<file path="src/rtl/timer_pkg.sv">
// Purpose: Shared constants for the gated timer mode logic and its helpers.
// Assumes: 32-bit AXI4-Lite register window, one aligned word per register.
// Notes: Offsets are byte addresses.
package timer_pkg;

  // Register bus geometry
  localparam int unsigned ADDR_WIDTH = 8;
  localparam int unsigned DATA_WIDTH = 32;

  // Register byte offsets
  localparam logic [7:0] OFFSET_MODE = 8'h00;
  localparam logic [7:0] OFFSET_START = 8'h04;
  localparam logic [7:0] OFFSET_STOP = 8'h08;
  localparam logic [7:0] OFFSET_MODULUS = 8'h0C;
  localparam logic [7:0] OFFSET_COUNT = 8'h10;
  localparam logic [7:0] OFFSET_STATUS = 8'h14;

  // Fields of the timer function select register
  localparam int unsigned FN_LSB = 0;
  localparam int unsigned FN_WIDTH = 3;
  localparam int unsigned PRESCALE_LSB = 3;
  localparam int unsigned PRESCALE_WIDTH = 2;
  localparam int unsigned GATE_POL_BIT = 6;
  localparam int unsigned OUT_POL_BIT = 7;

  // Function codes
  localparam logic [2:0] FN_STOP_LOW = 3'h0;
  localparam logic [2:0] FN_EVENT_COUNT = 3'h1;
  localparam logic [2:0] FN_ACCUMULATE = 3'h2;
  localparam logic [2:0] FN_RESTARTABLE = 3'h3;
  localparam logic [2:0] FN_ONE_SHOT = 3'h4;
  localparam logic [2:0] FN_STOP_HIGH = 3'h7;

  // Prescale codes and half periods in timer input clocks
  localparam logic [1:0] PS_DIV1 = 2'h0;
  localparam logic [1:0] PS_DIV2 = 2'h1;
  localparam logic [1:0] PS_DIV64 = 2'h3;
  localparam logic [5:0] PS_HALF_DIV2 = 6'h01;
  localparam logic [5:0] PS_HALF_DIV64 = 6'h20;

  // Status register bits
  localparam int unsigned STAT_ARMED_BIT = 0;
  localparam int unsigned STAT_VALID_BIT = 1;
  localparam int unsigned STAT_FIRED_BIT = 2;
  localparam int unsigned STAT_GATE_BIT = 3;

  // Reset values
  localparam logic [7:0] MODE_RESET = 8'h00;
  localparam logic [15:0] MODULUS_RESET = 16'h0000;
  localparam logic [15:0] COUNT_RESET = 16'h0000;

  // Bus responses
  localparam logic [1:0] RESP_OKAY = 2'h0;
  localparam logic [1:0] RESP_SLVERR = 2'h2;

  // Synchroniser depth for pin inputs
  localparam int unsigned SYNC_STAGES = 2;

endpackage : timer_pkg

</file>
<file path="src/rtl/pin_synchronizer.sv">
// Purpose: Two-flop synchroniser for a group of asynchronous pin levels.
// Assumes: Inputs are slow levels; each bit is synchronised on its own.
// Notes: Only the second stage is read.
`timescale 1ns/1ps
module pin_synchronizer #(
  parameter int unsigned WIDTH = 2
) (
  input wire logic aclk,
  input wire logic aresetn,
  input wire logic [WIDTH-1:0] pin_async,
  output logic [WIDTH-1:0] pin_sync
);

  logic [WIDTH-1:0] meta_reg; // First stage, may go metastable
  logic [WIDTH-1:0] meta_next;
  logic [WIDTH-1:0] sync_reg; // Second stage, safe to use
  logic [WIDTH-1:0] sync_next;

  // Shift the pins through both stages
  always_comb begin
    meta_next = pin_async;
    sync_next = meta_reg;
  end

  // Synchronous active-low reset to a constant
  always_ff @(posedge aclk) begin
    if (!aresetn) begin
      meta_reg <= '0;
      sync_reg <= '0;
    end else begin
      meta_reg <= meta_next;
      sync_reg <= sync_next;
    end
  end

  assign pin_sync = sync_reg;

endmodule : pin_synchronizer

</file>
<file path="src/rtl/clock_prescaler.sv">
// Purpose: Divides the synchronised timer clock input into the internal timer clock.
// Assumes: Input is already synchronised to aclk; divide by 1, 2 or 64.
// Notes: Held high and reset while stopped; tick marks each falling transition.
`timescale 1ns/1ps
module clock_prescaler (
  input wire logic aclk,
  input wire logic aresetn,
  input wire logic tin_level,
  input wire logic hold_high,
  input wire logic [1:0] divide_select,
  output logic internal_timer_clock,
  output logic tick
);

  logic tin_prev_reg; // Last sampled input level
  logic tin_prev_next;
  logic [5:0] half_cnt_reg; // Input falls seen in this half period
  logic [5:0] half_cnt_next;
  logic clk_reg; // Internal timer clock level
  logic clk_next;
  logic tick_reg; // One-cycle pulse on the falling transition
  logic tick_next;
  logic tin_fall;
  logic [5:0] half_len;

  // One half period ends every half_len input falls
  always_comb begin
    tin_fall = tin_prev_reg & ~tin_level;
    tin_prev_next = tin_level;
    half_cnt_next = half_cnt_reg;
    clk_next = clk_reg;
    half_len = (divide_select == timer_pkg::PS_DIV64) ? timer_pkg::PS_HALF_DIV64 : timer_pkg::PS_HALF_DIV2;
    if (hold_high) begin
      // Stopped: counter cleared and clock parked high
      half_cnt_next = '0;
      clk_next = 1'b1;
    end else if (divide_select == timer_pkg::PS_DIV1 || divide_select == 2'h2) begin
      // Divide by one just follows the input
      half_cnt_next = '0;
      clk_next = tin_level;
    end else if (tin_fall) begin
      if (half_cnt_reg == half_len - 6'h01) begin
        half_cnt_next = '0;
        clk_next = ~clk_reg;
      end else begin
        half_cnt_next = half_cnt_reg + 6'h01;
      end
    end
    tick_next = clk_reg & ~clk_next;
  end

  // Register the divider
  always_ff @(posedge aclk) begin
    if (!aresetn) begin
      tin_prev_reg <= 1'b0;
      half_cnt_reg <= '0;
      clk_reg <= 1'b1;
      tick_reg <= 1'b0;
    end else begin
      tin_prev_reg <= tin_prev_next;
      half_cnt_reg <= half_cnt_next;
      clk_reg <= clk_next;
      tick_reg <= tick_next;
    end
  end

  assign internal_timer_clock = clk_reg;
  assign tick = tick_reg;

endmodule : clock_prescaler

</file>
<file path="src/rtl/gated_timer_mode_logic.sv">
// Purpose: Mode logic of a 16-bit down counter with gated, event and one-shot modes.
// Assumes: AXI4-Lite slave on aclk; gate and timer clock pins are asynchronous.
// Notes: Function codes 5 and 6 are not built here and behave as stopped.
//
// Implementation choices: the placing of the registers and the AXI4-Lite slave port.
`timescale 1ns/1ps
// Function
// - Level-gated start with gate already active
// - One-shot waits for gate edge after start
// - Codes 000/111 stop, clock high, output inactive
// - Event counter ignores gate, counts each tick
// - Event counter output valid until read/stop
// - Event counter reloads at zero, keeps counting
// - Accumulative counts only while gate active
// - Accumulative valid at zero, reloads, continues
// - Restartable reloads and holds while gate inactive
// - Restartable read shows value before gate drop
// - Restartable terminal sets valid and reloads
// - One-shot holds modulus, valid from trigger edge
// - One-shot retrigger reloads modulus before terminal
// - One-shot output inactive at terminal count
// - Retrigger ignored during final internal count
// - One-shot gate edge-sensitive, edge selectable
// - Bit 7 selects output polarity
// - Bit 6 selects gate level or edge
// - Start hands control to gate; stop removes
// - Bits 3-4 select prescale 1, 2, 64
module gated_timer_mode_logic (
  input wire logic aclk,
  input wire logic aresetn,
  input wire logic [7:0] s_axi_awaddr,
  input wire logic [2:0] s_axi_awprot,
  input wire logic s_axi_awvalid,
  output logic s_axi_awready,
  input wire logic [31:0] s_axi_wdata,
  input wire logic [3:0] s_axi_wstrb,
  input wire logic s_axi_wvalid,
  output logic s_axi_wready,
  output logic [1:0] s_axi_bresp,
  output logic s_axi_bvalid,
  input wire logic s_axi_bready,
  input wire logic [7:0] s_axi_araddr,
  input wire logic [2:0] s_axi_arprot,
  input wire logic s_axi_arvalid,
  output logic s_axi_arready,
  output logic [31:0] s_axi_rdata,
  output logic [1:0] s_axi_rresp,
  output logic s_axi_rvalid,
  input wire logic s_axi_rready,
  input wire logic timer_clock_input,
  input wire logic timer_gate_input,
  output logic timer_output
);

  // Reload at zero, else decrement; flag landing on zero
  function automatic logic [16:0] count_step(input logic [15:0] cnt, input logic [15:0] modulus);
    logic [16:0] result;
    result = {1'b0, cnt - 16'h0001};
    if (cnt == 16'h0000) begin
      result = {1'b0, modulus};
    end else if (cnt == 16'h0001) begin
      result[16] = 1'b1;
    end
    return result;
  endfunction : count_step

  // Address map check for the write response; the read path decodes in its own case
  function automatic logic is_mapped(input logic [7:0] addr);
    return addr == timer_pkg::OFFSET_MODE || addr == timer_pkg::OFFSET_START ||
      addr == timer_pkg::OFFSET_STOP || addr == timer_pkg::OFFSET_MODULUS ||
      addr == timer_pkg::OFFSET_COUNT || addr == timer_pkg::OFFSET_STATUS;
  endfunction : is_mapped

  // Bus slave state
  logic aw_got_reg, aw_got_next; // Write address held
  logic [7:0] aw_addr_reg, aw_addr_next;
  logic w_got_reg, w_got_next; // Write data held
  logic [31:0] w_data_reg, w_data_next;
  logic [3:0] w_strb_reg, w_strb_next;
  logic bvalid_reg, bvalid_next;
  logic [1:0] bresp_reg, bresp_next;
  logic rvalid_reg, rvalid_next;
  logic [31:0] rdata_reg, rdata_next;
  logic [1:0] rresp_reg, rresp_next;

  // Timer state
  logic [7:0] mode_reg, mode_next; // Timer function select
  logic [15:0] modulus_reg, modulus_next; // Reload value
  logic [15:0] counter_reg, counter_next; // Working down counter
  logic [15:0] readback_reg, readback_next; // Count seen by software
  logic armed_reg, armed_next; // Started, or gate holds control
  logic fired_reg, fired_next; // One-shot period in progress
  logic valid_reg, valid_next; // Output valid in mode terms
  logic gate_prev_reg, gate_prev_next; // Gate active level, last cycle
  logic out_reg, out_next; // Pin level of the timer output

  // Decoded events and helpers
  logic wr_commit;
  logic rd_take;
  logic wr_mode, wr_start, wr_stop, wr_modulus;
  logic rd_count;
  logic [2:0] fn;
  logic fn_stopped;
  logic gate_act;
  logic gate_edge;
  logic last_count;
  logic [16:0] step;
  logic [1:0] sync_out;
  logic tick;

  // Gate and timer clock pins cross into aclk here
  pin_synchronizer #(
    .WIDTH(2)
  ) u_pin_sync (
    .aclk(aclk),
    .aresetn(aresetn),
    .pin_async({timer_gate_input, timer_clock_input}),
    .pin_sync(sync_out)
  );

  // Internal timer clock, parked high on stop codes
  clock_prescaler u_prescaler (
    .aclk(aclk),
    .aresetn(aresetn),
    .tin_level(sync_out[0]),
    .hold_high(fn_stopped),
    .divide_select(mode_reg[timer_pkg::PRESCALE_LSB +: timer_pkg::PRESCALE_WIDTH]),
    .internal_timer_clock(),
    .tick(tick)
  );

  // Handshake outputs
  assign s_axi_awready = ~aw_got_reg & ~bvalid_reg;
  assign s_axi_wready = ~w_got_reg & ~bvalid_reg;
  assign s_axi_arready = ~rvalid_reg;
  assign s_axi_bvalid = bvalid_reg;
  assign s_axi_bresp = bresp_reg;
  assign s_axi_rvalid = rvalid_reg;
  assign s_axi_rdata = rdata_reg;
  assign s_axi_rresp = rresp_reg;
  assign timer_output = out_reg;

  // Bus slave: address and data in either order
  always_comb begin
    aw_got_next = aw_got_reg;
    aw_addr_next = aw_addr_reg;
    w_got_next = w_got_reg;
    w_data_next = w_data_reg;
    w_strb_next = w_strb_reg;
    bvalid_next = bvalid_reg;
    bresp_next = bresp_reg;
    rvalid_next = rvalid_reg;
    rdata_next = rdata_reg;
    rresp_next = rresp_reg;
    wr_commit = aw_got_reg & w_got_reg;
    rd_take = s_axi_arvalid & ~rvalid_reg;
    if (s_axi_awvalid && s_axi_awready) begin
      aw_got_next = 1'b1;
      aw_addr_next = {s_axi_awaddr[7:2], 2'b00};
    end
    if (s_axi_wvalid && s_axi_wready) begin
      w_got_next = 1'b1;
      w_data_next = s_axi_wdata;
      w_strb_next = s_axi_wstrb;
    end
    if (wr_commit) begin
      // Both halves present: perform the write and answer
      aw_got_next = 1'b0;
      w_got_next = 1'b0;
      bvalid_next = 1'b1;
      bresp_next = is_mapped(aw_addr_reg) ? timer_pkg::RESP_OKAY : timer_pkg::RESP_SLVERR;
    end else if (bvalid_reg && s_axi_bready) begin
      bvalid_next = 1'b0;
    end
    if (rd_take) begin
      // Data sampled at acceptance stays stable while held
      rvalid_next = 1'b1;
      rresp_next = timer_pkg::RESP_OKAY;
      unique case ({s_axi_araddr[7:2], 2'b00})
        timer_pkg::OFFSET_MODE: rdata_next = {24'h000000, mode_reg};
        timer_pkg::OFFSET_MODULUS: rdata_next = {16'h0000, modulus_reg};
        timer_pkg::OFFSET_COUNT: rdata_next = {16'h0000, readback_reg};
        timer_pkg::OFFSET_STATUS: begin
          rdata_next = 32'h00000000;
          rdata_next[timer_pkg::STAT_ARMED_BIT] = armed_reg;
          rdata_next[timer_pkg::STAT_VALID_BIT] = valid_reg;
          rdata_next[timer_pkg::STAT_FIRED_BIT] = fired_reg;
          rdata_next[timer_pkg::STAT_GATE_BIT] = gate_act;
        end
        timer_pkg::OFFSET_START, timer_pkg::OFFSET_STOP: rdata_next = 32'h00000000;
        default: begin
          rdata_next = 32'h00000000;
          rresp_next = timer_pkg::RESP_SLVERR;
        end
      endcase
    end else if (rvalid_reg && s_axi_rready) begin
      rvalid_next = 1'b0;
    end
  end

  // Bus slave registers
  always_ff @(posedge aclk) begin
    if (!aresetn) begin
      aw_got_reg <= 1'b0;
      aw_addr_reg <= 8'h00;
      w_got_reg <= 1'b0;
      w_data_reg <= 32'h00000000;
      w_strb_reg <= 4'h0;
      bvalid_reg <= 1'b0;
      bresp_reg <= timer_pkg::RESP_OKAY;
      rvalid_reg <= 1'b0;
      rdata_reg <= 32'h00000000;
      rresp_reg <= timer_pkg::RESP_OKAY;
    end else begin
      aw_got_reg <= aw_got_next;
      aw_addr_reg <= aw_addr_next;
      w_got_reg <= w_got_next;
      w_data_reg <= w_data_next;
      w_strb_reg <= w_strb_next;
      bvalid_reg <= bvalid_next;
      bresp_reg <= bresp_next;
      rvalid_reg <= rvalid_next;
      rdata_reg <= rdata_next;
      rresp_reg <= rresp_next;
    end
  end

  // Timer mode logic
  always_comb begin
    // Register side effects of the bus
    wr_mode = wr_commit & (aw_addr_reg == timer_pkg::OFFSET_MODE) & w_strb_reg[0];
    wr_start = wr_commit & (aw_addr_reg == timer_pkg::OFFSET_START);
    wr_stop = wr_commit & (aw_addr_reg == timer_pkg::OFFSET_STOP);
    wr_modulus = wr_commit & (aw_addr_reg == timer_pkg::OFFSET_MODULUS);
    rd_count = rd_take & ({s_axi_araddr[7:2], 2'b00} == timer_pkg::OFFSET_COUNT);
    fn = mode_reg[timer_pkg::FN_LSB +: timer_pkg::FN_WIDTH];
    fn_stopped = (fn == timer_pkg::FN_STOP_LOW) || (fn == timer_pkg::FN_STOP_HIGH) || (fn > timer_pkg::FN_ONE_SHOT);
    gate_act = sync_out[1] ^ mode_reg[timer_pkg::GATE_POL_BIT];
    gate_edge = gate_act & ~gate_prev_reg;
    last_count = fired_reg & (counter_reg == 16'h0001);
    step = count_step(counter_reg, modulus_reg);
    mode_next = mode_reg;
    modulus_next = modulus_reg;
    counter_next = counter_reg;
    readback_next = readback_reg;
    armed_next = armed_reg;
    fired_next = fired_reg;
    valid_next = valid_reg;
    gate_prev_next = gate_act;
    // Mode can change any time; software is expected to stop first
    if (wr_mode) begin
      mode_next = w_data_reg[7:0];
    end
    if (wr_modulus) begin
      if (w_strb_reg[0]) begin
        modulus_next[7:0] = w_data_reg[7:0];
      end
      if (w_strb_reg[1]) begin
        modulus_next[15:8] = w_data_reg[15:8];
      end
    end
    // Clear first so a same-cycle terminal count wins
    if (rd_count && fn != timer_pkg::FN_ONE_SHOT) begin
      valid_next = 1'b0;
    end
    if (wr_stop) begin
      armed_next = 1'b0;
      fired_next = 1'b0;
      valid_next = 1'b0;
    end
    if (fn_stopped) begin
      // Stop codes: nothing runs and the output goes inactive
      armed_next = 1'b0;
      fired_next = 1'b0;
      valid_next = 1'b0;
      counter_next = modulus_reg; // Clock high: modulus loads
    end else if (armed_reg) begin
      unique case (fn)
        timer_pkg::FN_EVENT_COUNT: begin
          // Gate plays no part here
          if (tick) begin
            counter_next = step[15:0];
            readback_next = step[15:0];
            if (step[16]) begin
              valid_next = 1'b1;
            end
          end
        end
        timer_pkg::FN_ACCUMULATE: begin
          // Gate inactive simply freezes the count in place
          if (tick && gate_act) begin
            counter_next = step[15:0];
            readback_next = step[15:0];
            if (step[16]) begin
              valid_next = 1'b1;
            end
          end
        end
        timer_pkg::FN_RESTARTABLE: begin
          if (gate_act) begin
            if (tick) begin
              counter_next = step[15:0];
              readback_next = step[15:0];
              if (step[16]) begin
                valid_next = 1'b1;
              end
            end
          end else begin
            // Every aclk cycle with the gate inactive reloads the modulus
            counter_next = modulus_reg;
            // Readback keeps the value reached before the gate dropped
            readback_next = readback_reg;
          end
        end
        default: begin
          // One-shot: trigger on the active edge, ignored during the last count
          if (gate_edge && !last_count) begin
            counter_next = modulus_reg;
            fired_next = 1'b1;
            valid_next = 1'b1;
          end else if (fired_reg && tick) begin
            readback_next = step[15:0];
            counter_next = step[15:0];
            if (step[16]) begin
              counter_next = modulus_reg;
              fired_next = 1'b0;
              valid_next = 1'b0;
            end
          end
        end
      endcase
    end
    // Start acts at the end of the write
    if (wr_start && !fn_stopped) begin
      armed_next = 1'b1;
      if (fn != timer_pkg::FN_EVENT_COUNT) begin
        counter_next = modulus_reg;
        fired_next = 1'b0;
        valid_next = 1'b0;
      end
    end
    // Output pin follows valid through the polarity bit
    out_next = valid_next ? mode_next[timer_pkg::OUT_POL_BIT] : ~mode_next[timer_pkg::OUT_POL_BIT];
  end

  // Timer registers
  always_ff @(posedge aclk) begin
    if (!aresetn) begin
      mode_reg <= timer_pkg::MODE_RESET;
      modulus_reg <= timer_pkg::MODULUS_RESET;
      counter_reg <= timer_pkg::COUNT_RESET;
      readback_reg <= timer_pkg::COUNT_RESET;
      armed_reg <= 1'b0;
      fired_reg <= 1'b0;
      valid_reg <= 1'b0;
      gate_prev_reg <= 1'b1;
      out_reg <= 1'b1; // Active-low output idles high after reset
    end else begin
      mode_reg <= mode_next;
      modulus_reg <= modulus_next;
      counter_reg <= counter_next;
      readback_reg <= readback_next;
      armed_reg <= armed_next;
      fired_reg <= fired_next;
      valid_reg <= valid_next;
      gate_prev_reg <= gate_prev_next;
      out_reg <= out_next;
    end
  end

endmodule : gated_timer_mode_logic

</file>
<file path="config.mk">
export PLATFORM = sky130hd
export DESIGN_NAME = gated_timer_mode_logic
export DESIGN_NICKNAME = d
export VERILOG_FILES = /design/src/rtl/timer_pkg.sv /design/src/rtl/pin_synchronizer.sv /design/src/rtl/clock_prescaler.sv /design/src/rtl/gated_timer_mode_logic.sv
export SDC_FILE = /design/constraint.sdc
export NUM_CORES = 1
export LEC_CHECK = 0
export BUFFER_PORTS_ARGS = -buffer_cell sky130_fd_sc_hd__buf_2
export CELL_PAD_IN_SITES_DETAIL_PLACEMENT = 0
export CELL_PAD_IN_SITES_GLOBAL_PLACEMENT = 1
export CORE_AREA = 3 3 128 130
export CTS_CLUSTER_SIZE = 25
export DETAILED_ROUTE_END_ITERATION = 7
export DIE_AREA = 0 0 131 133
export PLACE_DENSITY = 0.93
export SLEW_MARGIN = 20
export SYNTH_ARGS = -nofsm -noshare
export SYNTH_HDL_FRONTEND = slang
export SYNTH_SLANG_ARGS = --single-unit
export TNS_END_PERCENT = 20
</file>
<file path="constraint.sdc">
create_clock -name aclk -period 4.6 [get_ports aclk]
set_input_delay 0.92 -clock aclk [delete_from_list [all_inputs] [get_ports aclk]]
set_output_delay 0.92 -clock aclk [all_outputs]
set_load 0.005 [all_outputs]
</file>
Word level (Yosys, flattened, before mapping)
Index checks and enable logic that the tools add are counted.
{"block": "totals", "output_inout_bits": 42, "wordCells": 176, "latchBits": 0, "rom_bits": 0, "regBits": 138, "ram_bits": 0, "n_memories": 0}
{"block": "op_classes", "div_mod_pow": 0, "n_eq_ne": 23, "mul": 0, "addsub": 3, "n_lt_le_gt_ge": 1, "n_bitwise": 26, "reduce_logical": 35, "shift": 0, "muxes": 61}
{"op": "16-bit 2-to-1 mux", "n": 16}
{"op": "16-bit case mux with 3 select lines", "n": 2}
{"op": "16-bit case mux with 4 select lines", "n": 1}
{"op": "1-bit 2-to-1 mux", "n": 36}
{"op": "6-bit by 2-bit == test with 1-bit output (second input constant)", "n": 4}
{"op": "6-bit by 3-bit == test with 1-bit output (second input constant)", "n": 4}
{"op": "16-bit by 1-bit == test with 1-bit output (second input constant)", "n": 1}
{"op": "16-bit logical NOT", "n": 1}
{"op": "16-bit by 1-bit subtractor with 16-bit output (second input constant)", "n": 1}
{"op": "1-bit AND", "n": 14}
{"op": "6-bit by 1-bit == test with 1-bit output (second input constant)", "n": 2}
{"op": "6-bit 2-to-1 mux", "n": 2}
{"op": "1-bit NOT", "n": 11}
{"op": "1-bit logical AND", "n": 9}
{"op": "8-bit logical NOT", "n": 1}
{"op": "1-bit logical OR", "n": 8}
{"op": "8-bit 2-to-1 mux", "n": 1}
{"op": "6-bit by 1-bit adder with 6-bit output (second input constant)", "n": 1}
{"op": "3-bit by 2-bit == test with 1-bit output (second input constant)", "n": 2}
{"op": "6-bit == test", "n": 1}
{"op": "6-bit logical NOT", "n": 1}
{"op": "6-bit AND reduction", "n": 1}
{"op": "3-bit OR reduction", "n": 2}
{"op": "6-bit OR reduction", "n": 1}
{"op": "20 further kinds", "n": 26}

Depth between registers and ports, before layout
{"block": "depth", "word_depth": 15, "depth_mapped": 9, "depth_no_buf": 8}

By module
From an unflattened synthesis, not the netlist that was laid out.
{"block": "unflattened", "cells_unflattened": 819, "area_unflattened_um2": 6656.4}
{"module": "gated_timer_mode_logic", "seq_area_each_um2": 2142.1, "instances": 1, "area_each_um2": 6120.9, "cells_each": 766}
{"module": "clock_prescaler", "seq_area_each_um2": 180.2, "instances": 1, "area_each_um2": 430.4, "cells_each": 45}
{"module": "pin_synchronizer", "seq_area_each_um2": 80.1, "instances": 1, "area_each_um2": 105.1, "cells_each": 8}

Worst setup path before layout
No wires, ideal clock.
{"block": "synth_path", "path_kind": "input -> register", "startpoint": "in s_axi_araddr[5]", "endpoint": "reg rdata_reg[12], in the netlist s_axi_rdata[12]", "setup_slack_ps": 2043, "n_path_buf": 1, "t_arrival_ps": 2498, "stages": 7, "required_time_ps": 4541, "cell_sequence": "or3_1 > or3_1 > clkbuf_1 > nor2_1 > a22oi_1 > o21ai_0 > and2_1"}
{"block": "synth_via", "elab_chain_cells": 2, "word_cells_on_any_way": 5}
{"element": "start, declared", "line": "gated_timer_mode_logic.sv:42", "source": "input wire logic [7:0] s_axi_araddr,"}
{"element": "6-bit by 3-bit == test with 1-bit output, or another cell as far along", "line": "gated_timer_mode_logic.sv:179", "source": "unique case ({s_axi_araddr[7:2], 2'b00})"}
{"element": "16-bit case mux with 4 select lines (*)", "line": "gated_timer_mode_logic.sv:179"}
{"element": "end signal, assigned", "line": "gated_timer_mode_logic.sv:223", "source": "rdata_reg <= rdata_next;"}
{"element": "end, declared", "line": "gated_timer_mode_logic.sv:83", "source": "logic [31:0] rdata_reg, rdata_next;"}
Mark *: on every way between the ends. The rest lies on a longest branch, timed or not.
A chain may end at the register's enable or synchronous reset.

Final worst setup path
{"block": "layout_path", "startpoint": "reg counter_reg[8]", "endpoint": "reg readback_reg[12]"}
{"block": "layout_via", "elab_chain_cells": 6, "word_cells_on_any_way": 15}
{"element": "start, declared", "line": "gated_timer_mode_logic.sv:89", "source": "logic [15:0] counter_reg, counter_next;"}
{"element": "start signal, assigned", "line": "gated_timer_mode_logic.sv:351", "source": "counter_reg <= timer_pkg::COUNT_RESET;"}
{"element": "start signal, assigned", "line": "gated_timer_mode_logic.sv:361", "source": "counter_reg <= counter_next;"}
{"element": "parallel branches: the longest is 6 deep, another holds 16-bit by 1-bit subtractor with 16-bit output"}
{"element": "end signal, assigned", "line": "gated_timer_mode_logic.sv:352", "source": "readback_reg <= timer_pkg::COUNT_RESET;"}
{"element": "end signal, assigned", "line": "gated_timer_mode_logic.sv:362", "source": "readback_reg <= readback_next;"}
{"element": "end, declared", "line": "gated_timer_mode_logic.sv:90", "source": "logic [15:0] readback_reg, readback_next;"}
Several ways; the timed one is not identified. The select of a mux whose other input is x is not followed.

==> out/qor.txt <==
Outcome = complete, no violations
Final routed DRC violation total = 0
Critical Path RT = 4950 ps
Unique masters post-synth = 80
Clk_skew = 5.664 ps
Initial core utilization = 0.4508
Post-synth EDFFs = 0
PD cells = 320.6 nW/um^2
CTS Hold Buffers Added = 0
Final worst path period share = 0.6566
R2R Path End = readback_reg[12]$_SDFFE_PN0P_
Slew HR = 0.3876
FF-to-FF path depth = 6
Fmax = 0.3311 GHz
Peak supply drop = 0.2711 mV
Drt first pass iters = 5
GR Overflow Total = 0
Overall Power = 0.002484 W
Mapped Avg Cell Area = 8.046 sq um
Final Wtd Congestion = 0.9560
Post-Synthesis Cell Area = 6879 sq um
Reg-to-reg slack, setup = 1580 ps
MaxCap Viol Count = 0
Final cell count without fillers = 1107
Drt total wl = 19950 um
Core area = 15260 sq um
CP cell instances = nor4_4 > nand2_1 > o21ai_4 > a21oi_2 > or3_1 > a21oi_1
Post-synth ARST share = 0
Actual slew at the worst max-slew pin = 918.5 ps
Hold Path Origin = u_pin_sync.meta_reg[0]$_SDFF_PN0_
Number of global-route vias before repair = 5832
# H-tree levels = 4
Worst Setup Start Kind = flop
Clock Sink Count = 120
FP Rows = 45
Post-CTS Setup Inserts = 0
Worst Hold Class = flop to flop
Vias/cell = 5.860
Die height = 133 um
Routed Antenna Nets = 0
Total Nets Final = 955
Ports = 109
# fillers = 1488
Global-route wire length before repair = 31410 um
Initial antenna violation count = 0
Ys flop type = dfxtp_1
Share of layout cells above drive strength 1 = 0.1429
Worst Setup SP = counter_reg[8]$_SDFF_PN0_
Post-synthesis sequential area ratio = 0.3492
Setup crit end kind = flop
Inserted Diodes = 0
All-Layer GR Usage = 0.2284
Slowest-stage cell, CP = o21ai_4
Design area = 7747 sq um
Ys Warns = 0
Cells after Synth = 855
Crit path to = readback_reg[12]$_SDFFE_PN0P_
RSZ-0062 raised after global routing = no
CP Class = flop to flop
Commonest non-fill, non-tap cell in the layout = dfxtp_1
Final setup viols = 0
Via count = 6487
R2r startpoint = counter_reg[8]$_SDFF_PN0_
Die area = 17420 sq um
Clk_lat worst skew = 430 ps
CTS Buf Count = 17
Placed cells = 1076
Die outline width = 131 um
Leakage = 2.943 nW
Number of I/O port buffers = 62
Clock root buffer = clkbuf_16
Slew Limit Fails = 0
Final hold viol count = 0
Synthesis-to-finish area growth = 12.62%
CP peak stage delay = 660 ps
Minimum clock period = 3020 ps
Dpl hpwl = 13840 um
Critical path peak fanout = 22
Clock slew at reported path FFs = 60 ps
Placed Area = 7178 sq um
# resized after CTS = 0
Max Root-Sink Buffers = 2
Most frequent cells in the layout = dfxtp_1, nand2_1, a21oi_1, nor2_1, buf_2
Yosys reg bits = 120
Arr. time, crit path = 3370 ps
Largest net degree at the start of global routing = 43
Worst hold margin = 432.2 ps
Post-DR wirelength/cell = 18.02 um
CTS tree = built
Setup_tns = 0 ps
Iter 0 DRT Violations = 683
-- area by class of cell --
cell class	instances	area [sq um]	share of cell area
Tap cell	211	264.0	0.03408
Multi-Input combinational cell	654	4066	0.5249
Clock buffer	18	439.2	0.05669
Clock inverter	13	130.1	0.01680
Sequential cell	120	2402	0.3101
Timing Repair Buffer	69	362.8	0.04683
Inverter	22	82.58	0.01066
-- layer usage --
metal	GRT usage	part of all wire
met4	0.07829	0.021
met1	0.3270	0.45
met2	0.3344	0.43
met5	0	0
met3	0.05369	0.095
-- cell usage after synthesis (all sizes together), types with 8 or more instances --
library cell | number | area, sq um
o21ai | 62 | 325.3
a21oi | 80 | 407.9
nor4 | 8 | 107.6
and2 | 29 | 181.4
a22oi | 8 | 60.06
or3 | 12 | 80.08
nor3 | 20 | 127.6
buf | 36 | 241.5
nand3 | 19 | 112.6
dfxtp | 120 | 2402
nand4 | 8 | 62.56
clkbuf | 40 | 150.1
inv | 22 | 82.58
a221oi | 11 | 102.6
nor2 | 77 | 289.0
a31oi | 8 | 56.30
a211oi | 11 | 82.58
xnor2 | 12 | 105.1
mux2i | 53 | 530.5
o31ai | 9 | 67.56
nand2 | 97 | 366.6
o211ai | 8 | 60.06
-- where the power goes --
part           switching [W]  internal (W)  leakage, nW
Sequential         0.0000160       0.00106        0.973
Combinational      0.0000770     0.0000423         1.69
Clock               0.000486      0.000802        0.278
Total               0.000579       0.00190         2.94
-- how the worst min path moves through the flow --
stage / slack, ps / end / cells past startpoint
2_1_floorplan: 410 / u_pin_sync.pin_sync[0]$_SDFF_PN0_ / 1
3_3_place_gp: 410 / u_pin_sync.pin_sync[0]$_SDFF_PN0_ / 1
3_5_place_dp: 420 / u_pin_sync.pin_sync[0]$_SDFF_PN0_ / 1
4_1_cts: 430 / u_pin_sync.pin_sync[0]$_SDFF_PN0_ / 1
5_1_grt: 450 / u_pin_sync.pin_sync[1]$_SDFF_PN0_ / 1
6_report: 430 / u_pin_sync.pin_sync[0]$_SDFF_PN0_ / 1
-- critical path: cells and delay by family (launching register included) --
kind / cells / cell delay (ps)
DFF: 1 / 510
and+or+nand+nor: 3 / 1240
AOI/OAI and AO/OA: 3 / 1180
-- cell families (layout without fill, tap and decap cells) --
| kind of cell | after synthesis | count (layout) | share of synthesized area |
|---|---|---|---|
| multiplexers | 54 | 54 | 0.07876 |
| flip-flops | 120 | 120 | 0.3492 |
| XOR/XNOR | 18 | 18 | 0.02292 |
| AND/OR/NAND/NOR | 303 | 303 | 0.2288 |
| other | 1 | 18 | 0.0005451 |
| adder cells (fa/ha/maj) | 4 | 4 | 0.007276 |
| buffers and inverters | 98 | 122 | 0.06893 |
| AO/OA/AOI/OAI | 257 | 257 | 0.2435 |
-- per-stage QoR --
| stage | util | setup WS (ps) |
|---|---|---|
| global route | 0.5077 | 1437 |
| floorplan | - | 2043 |
| global placement | 0.4704 | 1557 |
| detailed placement | 0.4704 | 1456 |
| finish | 0.5077 | 1580 |
| CTS | 0.5077 | 1698 |
(Power assumes the default switching activity.)
